## config.mk

```make
export PLATFORM = sky130hd
export DESIGN_NAME = conv_seq_top
export DESIGN_NICKNAME = d
export VERILOG_FILES = /design/src/verilog/conv_seq_pkg.sv /design/src/verilog/conv_seq_top.sv
export SDC_FILE = /design/constraint.sdc
export NUM_CORES = 1
export LEC_CHECK = 0
export ABC_CLOCK_PERIOD_IN_PS = 11100
export BUFFER_PORTS_ARGS = -buffer_cell sky130_fd_sc_hd__buf_2
export CAP_MARGIN = 25
export CORE_ASPECT_RATIO = 1.1
export CORE_UTILIZATION = 33
export CTS_CLUSTER_DIAMETER = 80
export DETAILED_ROUTE_END_ITERATION = 6
export GPL_TIMING_DRIVEN = 0
export HOLD_SLACK_MARGIN = 0.08
export SKIP_CTS_REPAIR_TIMING = 1
export SYNTH_ARGS = -nofsm -noshare
export SYNTH_HDL_FRONTEND = slang
export SYNTH_SLANG_ARGS = --single-unit
```

## constraint.sdc

```tcl
create_clock -name sys_clk_in -period 11.1 [get_ports sys_clk_in]
set_input_delay 1.665 -clock sys_clk_in [delete_from_list [all_inputs] [get_ports sys_clk_in]]
set_output_delay 1.665 -clock sys_clk_in [all_outputs]
set_load 0.01 [all_outputs]
```

## src/verilog/conv_seq_pkg.sv

```systemverilog
/*
 Constants, register indices, field layouts and carrier types of the converter
 sequencer and result block.
 Assumes a 50 MHz system clock and an Avalon-MM word-addressed register port.
*/
package conv_seq_pkg;

	// Register indices; the Avalon word address equals the index
	localparam logic [7:0] IDX_CTRL_ONE = 8'hb4;
	localparam logic [7:0] IDX_CTRL_TWO = 8'hb5;
	localparam logic [7:0] IDX_CTRL_THREE = 8'hb6;
	localparam logic [7:0] IDX_RES_LOW = 8'hba;
	localparam logic [7:0] IDX_RES_HIGH = 8'hbb;
	localparam logic [7:0] IDX_RNG_LOW = 8'hbc;
	localparam logic [7:0] IDX_RNG_HIGH = 8'hbd;

	// Control one field positions
	localparam int CTRL_EOC_BIT = 7;
	localparam int CTRL_ST_BIT = 6;
	localparam int CTRL_START_SOURCE_SELECT_LSB = 4;
	localparam int CTRL_RANDOM_GEN_CONTROL_LSB = 2;
	localparam int CTRL_RSV_LSB = 0;

	// Reset values
	localparam logic [1:0] START_SOURCE_SELECT_RESET = 2'h3;
	localparam logic [1:0] RANDOM_GEN_CONTROL_RESET = 2'h0;
	localparam logic [1:0] RSV_RESET = 2'h3;
	localparam logic [7:0] CTRL_TWO_RESET = 8'h10;
	localparam logic [7:0] CTRL_THREE_RESET = 8'h00;
	localparam logic [11:0] RESULT_RESET = 12'h000;
	localparam logic [15:0] LFSR_SEED_DEFAULT = 16'hffff;

	// Start sources
	localparam logic [1:0] START_SOURCE_SELECT_EXT_PIN = 2'h0;
	localparam logic [1:0] START_SOURCE_SELECT_FREE_RUN = 2'h1;
	localparam logic [1:0] START_SOURCE_SELECT_TIMER = 2'h2;
	localparam logic [1:0] START_SOURCE_SELECT_SW_BIT = 2'h3;

	// Random generator control codes
	localparam logic [1:0] RANDOM_GEN_CONTROL_IDLE = 2'h0;
	localparam logic [1:0] RANDOM_GEN_CONTROL_STEP = 2'h1;
	localparam int LFSR_UNROLL = 13;
	localparam logic [15:0] LFSR_POLY = 16'h8005;

	// Channel code boundaries
	localparam logic [3:0] CH_FIRST_SINGLE = 4'h0;
	localparam logic [3:0] CH_FIRST_DIFF = 4'h8;
	localparam logic [3:0] CH_FIRST_FIXED = 4'hc;

	// Timing: divider in system clock periods, counts in converter clock periods
	localparam int CONV_CLK_DIV = 6;
	localparam logic [9:0] SETTLE_TICKS = 10'h010;
	localparam logic [9:0] DEC_RATE_BASE = 10'h040;

	// Result limits and resolution masks, indexed by decimation select
	localparam logic [11:0] RES_MAX_POS = 12'h7ff;
	localparam logic [11:0] RES_MAX_NEG = 12'h800;
	localparam logic [3:0][11:0] RES_MASK = {12'hfff, 12'hffc, 12'hff8, 12'hfe0};

	// DMA triggers: nine per-channel lines, the top two shared with audio serial
	localparam int DMA_LINES = 9;
	localparam int DMA_SHARED_FIRST = 7;
	localparam logic [3:0] DMA_IDX_FIXED = 4'h8;

	typedef enum logic [1:0] {
		ST_IDLE = 2'b00,
		ST_SETTLE = 2'b01,
		ST_CONV = 2'b10
	} conv_state_t;

	typedef struct packed {
		logic eoc;
		logic st;
		logic [1:0] start_source_select;
		logic [1:0] random_gen_control;
		logic [1:0] rsv;
	} ctrl_one_t;

	typedef struct packed {
		logic [1:0] sref;
		logic [1:0] decimation_select;
		logic [3:0] ch;
	} conv_cfg_t;

endpackage

```

## src/verilog/conv_seq_top.sv

```systemverilog
/*
 Converter sequencer and result block: Avalon-MM register slave, start source
 selection, sequence and extra conversion control, decimation filter, result
 formatting, done flag, interrupt and DMA trigger pulses, random generator.
 Assumes the modulator bit stream arrives asynchronously and that timer and
 audio serial triggers are single-cycle pulses on sys_clk_in.
*/
// Operation
// - Single-ended results clamp to 0..2047
// - Differential results signed, 2047 to -2048
// - Result left-aligned across high:low bytes
// - Channel field reads last conversion plus one, or the same code for a fixed end
// - Extra completion loads channel field exactly
// - Converter clock is system clock over six
// - Filter runs decimation-rate converter periods
// - Sixteen settling periods before each conversion
// - Interrupt only on extra conversion completion
// - Per-channel DMA trigger pulses on sequence results
// - Top two DMA lines shared with audio
// - All-channel trigger for sequence, none extra
// - Low byte: four LSBs high, zeros low
// - High byte holds result bits eleven:four
// - Done flag sets, clears on high read
// - Start bit starts when sw-select, idle
// - Start source select chooses trigger event
// - Random control 01 steps LFSR, self-clears
// - Decimation codes give rates 64 to 512
// - Channel codes: single, differential, fixed inputs
`timescale 1ns/10ps
module conv_seq_top
	import conv_seq_pkg::*;
#(
	parameter int CLK_DIV = CONV_CLK_DIV,
	parameter logic [15:0] LFSR_SEED = LFSR_SEED_DEFAULT
) (
	input wire logic sys_clk_in,
	input wire logic arst_n_in,
	input wire logic [7:0] avs_address_in,
	input wire logic avs_read_in,
	input wire logic avs_write_in,
	input wire logic [31:0] avs_writedata_in,
	input wire logic [3:0] avs_byteenable_in,
	output logic [31:0] avs_readdata_out,
	output logic avs_waitrequest_out,
	input wire logic mod_bit_in,
	input wire logic ext_trig_in,
	input wire logic timer_cmp_in,
	input wire logic [1:0] i2s_dma_trig_in,
	output logic [DMA_LINES-1:0] dma_trig_out,
	output logic all_chan_dma_out,
	output logic irq_out,
	output logic [3:0] mux_chan_out,
	output logic [1:0] ref_sel_out
);

	if (CLK_DIV < 2 || CLK_DIV > 8) begin : g_bad_div
		$error("CLK_DIV must lie between 2 and 8");
	end

	localparam logic [2:0] DIV_LAST = 3'(CLK_DIV - 1);

	logic rst_meta_ff;
	logic rst_n;
	logic mod_meta_ff;
	logic mod_sync_ff;
	logic ext_meta_ff;
	logic ext_sync_ff;
	logic ext_prev_ff;
	logic wait_ff;
	logic [31:0] rdata_ff;
	logic [2:0] div_ff;
	conv_state_t state_ff;
	logic [9:0] cnt_ff;
	logic signed [10:0] acc_ff;
	conv_cfg_t act_ff;
	logic is_extra_ff;
	conv_cfg_t cfg_two_ff;
	conv_cfg_t cfg_three_ff;
	logic [3:0] sch_read_ff;
	logic extra_pend_ff;
	logic eoc_ff;
	logic st_ff;
	logic [1:0] start_source_select_ff;
	logic [1:0] random_gen_control_ff;
	logic [1:0] rsv_ff;
	logic [11:0] result_ff;
	logic [15:0] lfsr_ff;
	logic [DMA_LINES-1:0] dma_ff;
	logic all_chan_ff;
	logic irq_ff;
	logic [3:0] mux_ff;
	logic [1:0] ref_ff;

	logic bus_acc;
	logic wr_lane0;
	logic wr_one;
	logic wr_two;
	logic wr_three;
	logic rd_high;
	logic [7:0] rd_mux;
	ctrl_one_t ctrl_view;
	logic tick;
	logic ext_rise;
	logic seq_go;
	logic conv_last;
	logic conv_done;
	logic last_ch;
	logic seq_done;
	logic [9:0] rate;
	logic signed [10:0] nxt_acc;
	logic [3:0] first_ch;
	logic [3:0] dma_idx;

	// Reset release through two flops
	always_ff @(posedge sys_clk_in or negedge arst_n_in) begin
		if (!arst_n_in) begin
			rst_meta_ff <= 1'b0;
			rst_n <= 1'b0;
		end else begin
			rst_meta_ff <= 1'b1;
			rst_n <= rst_meta_ff;
		end
	end

	// Pin synchronisers; the first stage feeds only the second
	always_ff @(posedge sys_clk_in or negedge rst_n) begin
		if (!rst_n) begin
			mod_meta_ff <= 1'b0;
			mod_sync_ff <= 1'b0;
			ext_meta_ff <= 1'b0;
			ext_sync_ff <= 1'b0;
			ext_prev_ff <= 1'b0;
		end else begin
			mod_meta_ff <= mod_bit_in;
			mod_sync_ff <= mod_meta_ff;
			ext_meta_ff <= ext_trig_in;
			ext_sync_ff <= ext_meta_ff;
			ext_prev_ff <= ext_sync_ff;
		end
	end

	assign ext_rise = ext_sync_ff & ~ext_prev_ff;

	// Bus: one wait cycle, then the access takes effect
	assign bus_acc = (avs_read_in | avs_write_in) & ~wait_ff;
	assign wr_lane0 = avs_write_in & avs_byteenable_in[0] & bus_acc;
	assign wr_one = wr_lane0 & (avs_address_in == IDX_CTRL_ONE);
	assign wr_two = wr_lane0 & (avs_address_in == IDX_CTRL_TWO);
	assign wr_three = wr_lane0 & (avs_address_in == IDX_CTRL_THREE);
	assign rd_high = avs_read_in & bus_acc & (avs_address_in == IDX_RES_HIGH);

	assign ctrl_view = '{eoc: eoc_ff, st: st_ff, start_source_select: start_source_select_ff, random_gen_control: random_gen_control_ff, rsv: rsv_ff};

	always_comb begin
		case (avs_address_in)
			IDX_CTRL_ONE: rd_mux = ctrl_view;
			IDX_CTRL_TWO: rd_mux = {cfg_two_ff.sref, cfg_two_ff.decimation_select, sch_read_ff};
			IDX_CTRL_THREE: rd_mux = cfg_three_ff;
			IDX_RES_LOW: rd_mux = {result_ff[3:0], 4'h0};
			IDX_RES_HIGH: rd_mux = result_ff[11:4];
			IDX_RNG_LOW: rd_mux = lfsr_ff[7:0];
			IDX_RNG_HIGH: rd_mux = lfsr_ff[15:8];
			default: rd_mux = 8'h00;
		endcase
	end

	always_ff @(posedge sys_clk_in or negedge rst_n) begin
		if (!rst_n) begin
			wait_ff <= 1'b1;
			rdata_ff <= 32'h0000_0000;
		end else begin
			wait_ff <= ~((avs_read_in | avs_write_in) & wait_ff);
			if ((avs_read_in | avs_write_in) & wait_ff) begin
				rdata_ff <= {24'h00_0000, rd_mux};
			end
		end
	end

	// Converter clock enable from the system clock
	always_ff @(posedge sys_clk_in or negedge rst_n) begin
		if (!rst_n) begin
			div_ff <= 3'h0;
		end else if (div_ff == DIV_LAST) begin
			div_ff <= 3'h0;
		end else begin
			div_ff <= div_ff + 3'h1;
		end
	end

	assign tick = (div_ff == DIV_LAST);
	assign rate = DEC_RATE_BASE << act_ff.decimation_select;
	assign nxt_acc = mod_sync_ff ? acc_ff + 11'sd1 : acc_ff - 11'sd1;
	assign conv_last = (state_ff == ST_CONV) & tick & (cnt_ff == rate - 10'h001);
	assign conv_done = conv_last;
	assign last_ch = is_extra_ff | (act_ff.ch == cfg_two_ff.ch);
	assign seq_done = conv_done & ~is_extra_ff & last_ch;

	// Sequence begins at the first code of the written end's group; a fixed end starts at itself
	always_comb begin
		if (cfg_two_ff.ch < CH_FIRST_DIFF) begin
			first_ch = CH_FIRST_SINGLE;
		end else if (cfg_two_ff.ch < CH_FIRST_FIXED) begin
			first_ch = CH_FIRST_DIFF;
		end else begin
			first_ch = cfg_two_ff.ch;
		end
	end

	always_comb begin
		case (start_source_select_ff)
			START_SOURCE_SELECT_EXT_PIN: seq_go = ext_rise;
			START_SOURCE_SELECT_FREE_RUN: seq_go = 1'b1;
			START_SOURCE_SELECT_TIMER: seq_go = timer_cmp_in;
			START_SOURCE_SELECT_SW_BIT: seq_go = st_ff;
			default: seq_go = 1'b0;
		endcase
	end

	// Scale the ±rate sum to a 12-bit two's complement value
	function automatic logic [11:0] scale(input logic signed [10:0] sum, input logic [1:0] decimation_select,
			input logic diff);
		logic signed [15:0] wide;
		logic [11:0] res;
		wide = 16'($signed(sum)) <<< (3'h5 - {1'b0, decimation_select});
		if (wide > 16'sd2047) begin
			res = RES_MAX_POS;
		end else if (wide < -16'sd2048) begin
			res = RES_MAX_NEG;
		end else begin
			res = wide[11:0];
		end
		// Single-ended inputs cannot go below ground
		if (!diff && res[11]) begin
			res = 12'h000;
		end
		scale = res & RES_MASK[decimation_select];
	endfunction

	// Sequencer and decimation filter
	always_ff @(posedge sys_clk_in or negedge rst_n) begin
		if (!rst_n) begin
			state_ff <= ST_IDLE;
			cnt_ff <= 10'h000;
			acc_ff <= 11'sd0;
			act_ff <= CTRL_TWO_RESET;
			is_extra_ff <= 1'b0;
		end else begin
			case (state_ff)
				ST_IDLE: begin
					cnt_ff <= 10'h000;
					// Extra waits for a running sequence; idle, it goes first
					if (extra_pend_ff) begin
						state_ff <= ST_SETTLE;
						act_ff <= cfg_three_ff;
						is_extra_ff <= 1'b1;
					end else if (seq_go) begin
						state_ff <= ST_SETTLE;
						act_ff <= '{sref: cfg_two_ff.sref, decimation_select: cfg_two_ff.decimation_select, ch: first_ch};
						is_extra_ff <= 1'b0;
					end
				end
				ST_SETTLE: begin
					if (tick) begin
						if (cnt_ff == SETTLE_TICKS - 10'h001) begin
							state_ff <= ST_CONV;
							cnt_ff <= 10'h000;
							acc_ff <= 11'sd0;
						end else begin
							cnt_ff <= cnt_ff + 10'h001;
						end
					end
				end
				ST_CONV: begin
					if (tick) begin
						acc_ff <= nxt_acc;
						cnt_ff <= cnt_ff + 10'h001;
						if (conv_last) begin
							cnt_ff <= 10'h000;
							if (last_ch) begin
								state_ff <= ST_IDLE;
							end else begin
								state_ff <= ST_SETTLE;
								act_ff.ch <= act_ff.ch + 4'h1;
							end
						end
					end
				end
				default: state_ff <= ST_IDLE;
			endcase
		end
	end

	// Result register
	always_ff @(posedge sys_clk_in or negedge rst_n) begin
		if (!rst_n) begin
			result_ff <= RESULT_RESET;
		end else if (conv_done) begin
			result_ff <= scale(nxt_acc, act_ff.decimation_select, act_ff.ch[3:2] == 2'b10);
		end
	end

	// Done flag: a completion in the read cycle wins
	always_ff @(posedge sys_clk_in or negedge rst_n) begin
		if (!rst_n) begin
			eoc_ff <= 1'b0;
		end else if (conv_done) begin
			eoc_ff <= 1'b1;
		end else if (rd_high) begin
			eoc_ff <= 1'b0;
		end
	end

	// Software start bit and control one fields
	always_ff @(posedge sys_clk_in or negedge rst_n) begin
		if (!rst_n) begin
			st_ff <= 1'b0;
			start_source_select_ff <= START_SOURCE_SELECT_RESET;
			rsv_ff <= RSV_RESET;
		end else begin
			if (wr_one) begin
				start_source_select_ff <= avs_writedata_in[CTRL_START_SOURCE_SELECT_LSB +: 2];
				rsv_ff <= avs_writedata_in[CTRL_RSV_LSB +: 2];
			end
			if (seq_done) begin
				st_ff <= 1'b0;
			end else if (wr_one && avs_writedata_in[CTRL_ST_BIT] &&
					avs_writedata_in[CTRL_START_SOURCE_SELECT_LSB +: 2] == START_SOURCE_SELECT_SW_BIT &&
					state_ff == ST_IDLE && !extra_pend_ff) begin
				st_ff <= 1'b1;
			end
		end
	end

	// Random generator: one step of 13 shifts, then the code clears itself
	function automatic logic [15:0] lfsr_step(input logic [15:0] val);
		logic [15:0] v;
		v = val;
		for (int i = 0; i < LFSR_UNROLL; i++) begin
			v = v[15] ? ({v[14:0], 1'b0} ^ LFSR_POLY) : {v[14:0], 1'b0};
		end
		lfsr_step = v;
	endfunction

	always_ff @(posedge sys_clk_in or negedge rst_n) begin
		if (!rst_n) begin
			random_gen_control_ff <= RANDOM_GEN_CONTROL_RESET;
			lfsr_ff <= LFSR_SEED;
		end else begin
			if (random_gen_control_ff == RANDOM_GEN_CONTROL_STEP) begin
				lfsr_ff <= lfsr_step(lfsr_ff);
			end
			if (wr_one) begin
				random_gen_control_ff <= avs_writedata_in[CTRL_RANDOM_GEN_CONTROL_LSB +: 2];
			end else if (random_gen_control_ff == RANDOM_GEN_CONTROL_STEP) begin
				random_gen_control_ff <= RANDOM_GEN_CONTROL_IDLE;
			end
		end
	end

	// Configuration and channel readback
	always_ff @(posedge sys_clk_in or negedge rst_n) begin
		if (!rst_n) begin
			cfg_two_ff <= CTRL_TWO_RESET;
			cfg_three_ff <= CTRL_THREE_RESET;
			sch_read_ff <= CTRL_TWO_RESET[3:0];
			extra_pend_ff <= 1'b0;
		end else begin
			if (wr_two) begin
				cfg_two_ff <= avs_writedata_in[7:0];
			end
			if (wr_three) begin
				cfg_three_ff <= avs_writedata_in[7:0];
			end
			if (wr_three) begin
				extra_pend_ff <= 1'b1;
			end else if (state_ff == ST_IDLE) begin
				extra_pend_ff <= 1'b0;
			end
			if (conv_done && is_extra_ff) begin
				sch_read_ff <= act_ff.ch;
			end else if (conv_done) begin
				sch_read_ff <= (cfg_two_ff.ch < CH_FIRST_FIXED) ? act_ff.ch + 4'h1 : act_ff.ch;
			end else if (wr_two) begin
				sch_read_ff <= avs_writedata_in[3:0];
			end
		end
	end

	always_comb begin
		if (act_ff.ch < CH_FIRST_DIFF) begin
			dma_idx = {1'b0, act_ff.ch[2:0]};
		end else if (act_ff.ch < CH_FIRST_FIXED) begin
			dma_idx = {2'b00, act_ff.ch[1:0]};
		end else begin
			dma_idx = DMA_IDX_FIXED;
		end
	end

	// Per-line DMA pulses
	for (genvar gi = 0; gi < DMA_LINES; gi++) begin : g_dma
		logic shared;
		if (gi >= DMA_SHARED_FIRST) begin : g_shared
			assign shared = i2s_dma_trig_in[gi - DMA_SHARED_FIRST];
		end else begin : g_own
			assign shared = 1'b0;
		end
		always_ff @(posedge sys_clk_in or negedge rst_n) begin
			if (!rst_n) begin
				dma_ff[gi] <= 1'b0;
			end else begin
				dma_ff[gi] <= (conv_done && !is_extra_ff && dma_idx == 4'(gi)) || shared;
			end
		end
	end

	// Event outputs and analog selects
	always_ff @(posedge sys_clk_in or negedge rst_n) begin
		if (!rst_n) begin
			all_chan_ff <= 1'b0;
			irq_ff <= 1'b0;
			mux_ff <= 4'h0;
			ref_ff <= 2'h0;
		end else begin
			all_chan_ff <= conv_done & ~is_extra_ff;
			irq_ff <= conv_done & is_extra_ff;
			mux_ff <= act_ff.ch;
			ref_ff <= act_ff.sref;
		end
	end

	assign avs_readdata_out = rdata_ff;
	assign avs_waitrequest_out = wait_ff;
	assign dma_trig_out = dma_ff;
	assign all_chan_dma_out = all_chan_ff;
	assign irq_out = irq_ff;
	assign mux_chan_out = mux_ff;
	assign ref_sel_out = ref_ff;

endmodule

```

Word level (Yosys, flattened, before mapping)
Cells that the tools add are included.
- register bits after elaboration: 125
- bits of input ports: 53
- word-level logic and storage cells: 232
- add/subtract/negate cells: 7
- order comparisons: 7
- equal/unequal tests: 33
- shift-type cells: 2
- multiplexer cells: 65
- bitwise operators: 35
- reduce and logical (&&, ||, !) cells: 38
- operators with widths (operator ; count):
    2-to-1 mux 16 bit ; 13
    2-to-1 mux 12 bit ; 6
    == test 8 bit, second input constant ; 7
    one-hot mux 8 bit (7 select lines) ; 1
    2-to-1 mux 11 bit ; 4
    2-to-1 mux 4 bit ; 11
    2-to-1 mux 10 bit ; 4
    NOT 3 bit ; 13
    one-hot mux 10 bit (3 select lines) ; 1
    binary-select mux 12 bit (select 2 bit) ; 1
    one-hot mux 11 bit (2 select lines) ; 1
    == test 4 x 3 -> 1 bit, second input constant ; 4
    > comparator 16 x 12 -> 1 bit, second input constant ; 1
    logical AND 1 bit ; 16
    less-than comparator 16 x 12 -> 1 bit, second input constant ; 1
    less-than comparator 4 bit, second input constant ; 4
    2-to-1 mux 2 bit ; 8
    2-to-1 mux 8 bit ; 2
    <<< shifter 11 x 3 -> 16 bit ; 1
    bitwise AND 1 bit ; 15
    nonzero test 2 bit ; 7
    bitwise AND 12 bit ; 1
    adder 11 x 2 -> 11 bit, second input constant ; 1
    subtractor 11 x 2 -> 11 bit, second input constant ; 1
    other kinds (34) ; 63

Depth between registers and ports, before layout
- depth in word-level cells: 26
- mapped depth: 11

Worst setup path before layout
OpenSTA, ideal clock, no wires.
- kind: input to register
- start point: input avs_address_in[6]
- end point: register cfg_two_ff[3] in the netlist's numbering
- setup time: 0.125 ns
- data arrival time: 3.260 ns
- data required time: 10.975 ns
- path slack: 7.716 ns
- stages on the path: 7
- cells stage by stage: nand4b_1 inv_1 nand2_1 nor2_1 nand4b_1 clkbuf_1 mux2_2
- word-level cells in the longest chain between the ends: 2
- ends and longest elaborated chain (what ; RTL line ; source):
    start, declared ; conv_seq_top.sv:38 ; input wire logic [7:0] avs_address_in,
    == test 8 bit ; conv_seq_top.sv:148 ; assign wr_two = wr_lane0 & (avs_address_in == IDX_CTRL_TWO);
    bitwise AND 1 bit ; conv_seq_top.sv:148 ;
    end signal, assigned ; conv_seq_top.sv:369 ; cfg_two_ff <= avs_writedata_in[7:0];
    end, declared ; conv_seq_top.sv:77 ; conv_cfg_t cfg_two_ff;
No other way between the ends.
A chain may end at the register's enable or synchronous reset.

Worst setup path after layout
- start point: input avs_address_in[6]
- end point: register sch_read_ff[2]
- word-level cells in the longest chain between the ends: 3
- ends and longest elaborated chain (what ; RTL line ; source):
    == test 8 bit ; conv_seq_top.sv:148 ;
    bitwise AND 1 bit ; conv_seq_top.sv:148 ;
    nonzero test 3 bit (no line) ; - ;
    end signal, assigned ; conv_seq_top.sv:365 ; sch_read_ff <= CTRL_TWO_RESET[3:0];
    end signal, assigned ; conv_seq_top.sv:380 ; sch_read_ff <= act_ff.ch;
    end signal, assigned ; conv_seq_top.sv:382 ; sch_read_ff <= (cfg_two_ff.ch < CH_FIRST_FIXED) ? act_ff.ch + 4'h1 : act_ff.ch;
    end, declared ; conv_seq_top.sv:79 ; logic [3:0] sch_read_ff;
No other way between the ends.

==> summary.md <==
| Metric | Value |
|---|---|
| Endpoint class of the critical path | flop |
| Sequential power share | 0.420 |
| Post-place instance area | roughly 7400 um2 |
| Clock network fraction of total power | 0.532 |
| Family of cells with the greatest summed delay on the critical path | simple AND/OR/NAND/NOR gates |
| Total of buffers placed on input and output ports | 50 |
| Worst Clk Skew | about 0.01 ns |
| Number of nets in the final layout | ~830 |
| Internal Pwr Total | slightly below 900 uW |
| Total power per unit cell area | 139 nW/um2 |
| Yosys Warn Count | 0 |
| Total detailed-routing wirelength | roughly 15 mm |
| Number of vias per cell | just under 5 |
| Unique cell type count in the Yosys netlist | slightly above 60 |
| Depth of the worst register-to-register path | 10 |
| Final total power | ~1100 uW |
| Non-Filler Instances | between 1000 and 1500 |
| Final Hold Viols | 0 |
| Final weighted congestion of routability-driven global placement | 0.795 |
| Slew Viols, Final | 0 |
| HPWL after detailed placement | between 10 and 15 mm |
| Final hold slack | 0.347 ns |
| Hold wc startpoint | ext_meta_ff |
| Most instantiated library cell after synthesis | sky130_fd_sc_hd__dfrtp_1 |
| Part of the power in combinational logic | 0.048 |
| Core area | about 20000 um2 |
| Tightest slew margin relative to the limit | 0.415 |
| Hold/Removal Path Class | flop to flop |
| Worst Path Max Fanout | 10 |
| CP bufs+invs | 3 |
| RSZ-0062 raised after global routing | no |
| Max-capacitance violation count | 0 |
| Most common flop cell mapped by yosys | sky130_fd_sc_hd__dfrtp_1 |
| Cell-by-cell listing of the critical path | buf_2, nand4b_1, inv_1, nand2_1, nor2_1, nand4b_1, clkbuf_1, nor2_1, a21oi_1, a21oi_1 |
| Timing startpoint of the critical path | avs_address_in[6] |
| Synthesized area per cell | around 10 um2 |
| Kind of launch point of the worst setup path | input port |
| Post-detailed-route count of antenna-violating nets | 0 |
| Number of global-route vias before repair | 4934 |
| Worst Path Required | between 10 and 15 ns |
| Netlist area before placement | between 6000 and 7000 um2 |
| Total negative setup slack | 0 ns |
| Final setup viols | 0 |
| I/O pins | about 100 |
| Maximum root-to-sink buffer count | 2 |
| Post-placement cell count | about 1000 |
| Number of cells on the worst hold path | 0 |
| Static Leakage | 0.00367 uW |
| DRC violations left | 0 |
| Sequential cell area | between 3000 and 4000 um2 |
| TritonCTS clock tree | built |
| Multi-input logic area | approximately 3300 um2 |
| Least-Margin Pin Slew | ~0.87 ns |
| Synth Instances | between 600 and 700 |
| Die height | 151 um |
| Clock latency on the worst-skew pair | roughly 0.42 ns |
| Via count | around 5000 |
| Crit-path slowest cell | sky130_fd_sc_hd__nor2_1 |
| Biggest area consumer among synthesized cells | sky130_fd_sc_hd__dfrtp_1 |
| Final instance area | between 7000 and 8000 um2 |
| Number of core rows | 54 |
| Global-route wire length before repair | approximately 26 mm |
| Logic depth of the worst path, buffers included | 10 |
| Crit path time final | between 3 and 4 ns |
| Startpoint-to-endpoint class of the critical path | input port to flop |
| Outcome | finished clean |
| Antenna violations before repair | 0 |
| Synth area leaders | sky130_fd_sc_hd__dfrtp_1, sky130_fd_sc_hd__dfstp_2, sky130_fd_sc_hd__o21ai_0 |
| CP peak stage delay | between 0.5 and 0.6 ns |
| Critical Path AT | about 4.2 ns |
| Fraction of the yosys area taken by sequential cells | 0.473 |
| FF+latch count, synth | between 100 and 150 |
| Number of clock buffers inserted by TritonCTS | 17 |
| Count of TritonRoute iterations in the first routing pass | 5 |
| Most instantiated cells after synthesis | sky130_fd_sc_hd__dfrtp_1, sky130_fd_sc_hd__nand2_1, sky130_fd_sc_hd__o21ai_0 |
| Largest net degree at the start of global routing | 70 |
| Wire length per cell after detailed routing | 15.0 um |
| Clk slew on worst S/H paths | approximately 0.060 ns |
| EDFF count, synth | 0 |
| Share of post-route cells with drive strength above 1 | 0.226 |
| Switching fraction of total power | 0.223 |
| Grt ovf | 0 |
| Signed area change from the synthesized netlist to the final layout | 19.8% |
| CTS root buffer | sky130_fd_sc_hd__clkbuf_16 |
| Final worst path period share | 0.346 |
| Total Die Area | between 20000 and 25000 um2 |
| Source of the worst register-to-register timing path | mod_sync_ff |
| Maximum VDD drop | 0.112 mV |
| Initial core utilization | 0.337 |
| Clock H-tree levels | 4 |
| Combined global-route utilization of all metal layers | 0.161 |
| Switching pwr | ~250 uW |
| Top cell type's share of synthesized area | 0.383 |
| Horizontal die dimension | ~140 um |
| # clock sinks | 125 |
| Iteration-0 DRC count of the detailed router | about 330 |
| Fillers | about 1900 |
| ANT cells | 0 |
| Fraction of synthesis flops using an asynchronous set or reset pin | 1.00 |
| Maximum achievable frequency | between 200 and 300 MHz |
[cell usage in the layout (no fill, tap or decap), types with 8 or more instances in the layout]
master,instances
sky130_fd_sc_hd__a21oi_1,35
sky130_fd_sc_hd__a22o_1,12
sky130_fd_sc_hd__and3_1,9
sky130_fd_sc_hd__buf_2,52
sky130_fd_sc_hd__buf_4,24
sky130_fd_sc_hd__clkbuf_1,16
sky130_fd_sc_hd__clkbuf_16,17
sky130_fd_sc_hd__conb_1,25
sky130_fd_sc_hd__dfrtp_1,101
sky130_fd_sc_hd__dfstp_2,23
sky130_fd_sc_hd__ha_1,15
sky130_fd_sc_hd__inv_1,16
sky130_fd_sc_hd__mux2_2,21
sky130_fd_sc_hd__mux2i_1,17
sky130_fd_sc_hd__mux4_2,8
sky130_fd_sc_hd__nand2_1,86
sky130_fd_sc_hd__nand2b_1,9
sky130_fd_sc_hd__nand3_1,13
sky130_fd_sc_hd__nor2_1,53
sky130_fd_sc_hd__o21ai_0,70
sky130_fd_sc_hd__xnor2_1,26
sky130_fd_sc_hd__xor2_1,13
[path summary, 6_finish.rpt]
kind	end	slack, ns
setup / recovery	sch_read_ff[2]	7.26
hold / removal	ext_sync_ff	0.35
setup reg to reg	result_ff[7]	7.89
hold reg to reg	ext_sync_ff	0.35
max in group asynchronous	act_ff[4]	9.86
min in group asynchronous	ext_meta_ff	0.40
[flip-flops by register name, indices dropped and copies added, names as in the netlist, 8 cells and up]
| signal | count |
|---|---|
| acc_ff | 11 |
| act_ff | 8 |
| avs_readdata_out | 8 |
| cfg_three_ff | 8 |
| cfg_two_ff | 8 |
| cnt_ff | 10 |
| dma_trig_out | 9 |
| lfsr_ff | 16 |
| result_ff | 12 |
[final cells by class]
| type | count | share of cell area |
|---|---|---|
| plain buffers | 47 | 0.0337 |
| clock buffers | 18 | 0.0550 |
| clock inverters | 14 | 0.0241 |
| multi-input cells | 503 | 0.409 |
| well taps | 252 | 0.0395 |
| flip-flops and latches | 125 | 0.396 |
| inverters | 16 | 0.00752 |
| repair buffers | 52 | 0.0354 |
[stage by stage]
stage           util  setup slack, ns
2_1_floorplan      -             7.40
3_3_place_gp   0.370             5.77
3_5_place_dp   0.372             6.81
4_1_cts        0.404             7.22
5_1_grt        0.404             6.94
6_report       0.404             7.26
[power by group through the flow]
| stage | Combinational, uW | Clock (uW) | Sequential (uW) |
|---|---|---|---|
| final | 53.2 | 592 | 467 |
| after floorplan | 33.6 | 0 | 477 |
| after global routing | 60.2 | 622 | 468 |
| after detailed placement | 53.5 | 0 | 475 |
| after global placement | 47.1 | 0 | 480 |
| after CTS | 53.7 | 604 | 467 |
[worst reg2reg max path, cell delays in order (launching register included)]
cell and delay [ns]:
sky130_fd_sc_hd__dfrtp_1 0.38, sky130_fd_sc_hd__inv_1 0.33, sky130_fd_sc_hd__ha_1 0.40, sky130_fd_sc_hd__a211oi_4 0.28
sky130_fd_sc_hd__o211ai_1 0.24, sky130_fd_sc_hd__a31o_2 0.29, sky130_fd_sc_hd__a21oi_1 0.22, sky130_fd_sc_hd__xnor2_2 0.28
sky130_fd_sc_hd__a21oi_2 0.11, sky130_fd_sc_hd__nor3_2 0.42, sky130_fd_sc_hd__a21oi_1 0.13
[kinds of logic (layout without fill, tap and decap cells)]
kind of cell               count (synthesis)  in the layout  share of synthesized area
and+or+nand+nor                          209            209                      0.143
AOI/OAI and AO/OA                        167            167                      0.161
other                                      2             25                    0.00113
DFF                                      125            125                      0.473
xor gates and xnor gates                  40             40                     0.0536
muxes                                     46             46                     0.0880
buffers and inverters                     63            147                     0.0493
adders and majority gates                 16             16                     0.0311
[layer usage]
| metal | vias to the layer above | wire length, um | global-route usage |
|---|---|---|---|
| met5 | - | 0 | 0 |
| met4 | 0 | 242 | 0.0621 |
| met3 | 17 | 515 | 0.0301 |
| met2 | 95 | 7620 | 0.269 |
| met1 | 2400 | 7040 | 0.206 |
| li1 | 2520 | - | - |
Power figures use the tool's default switching activity.
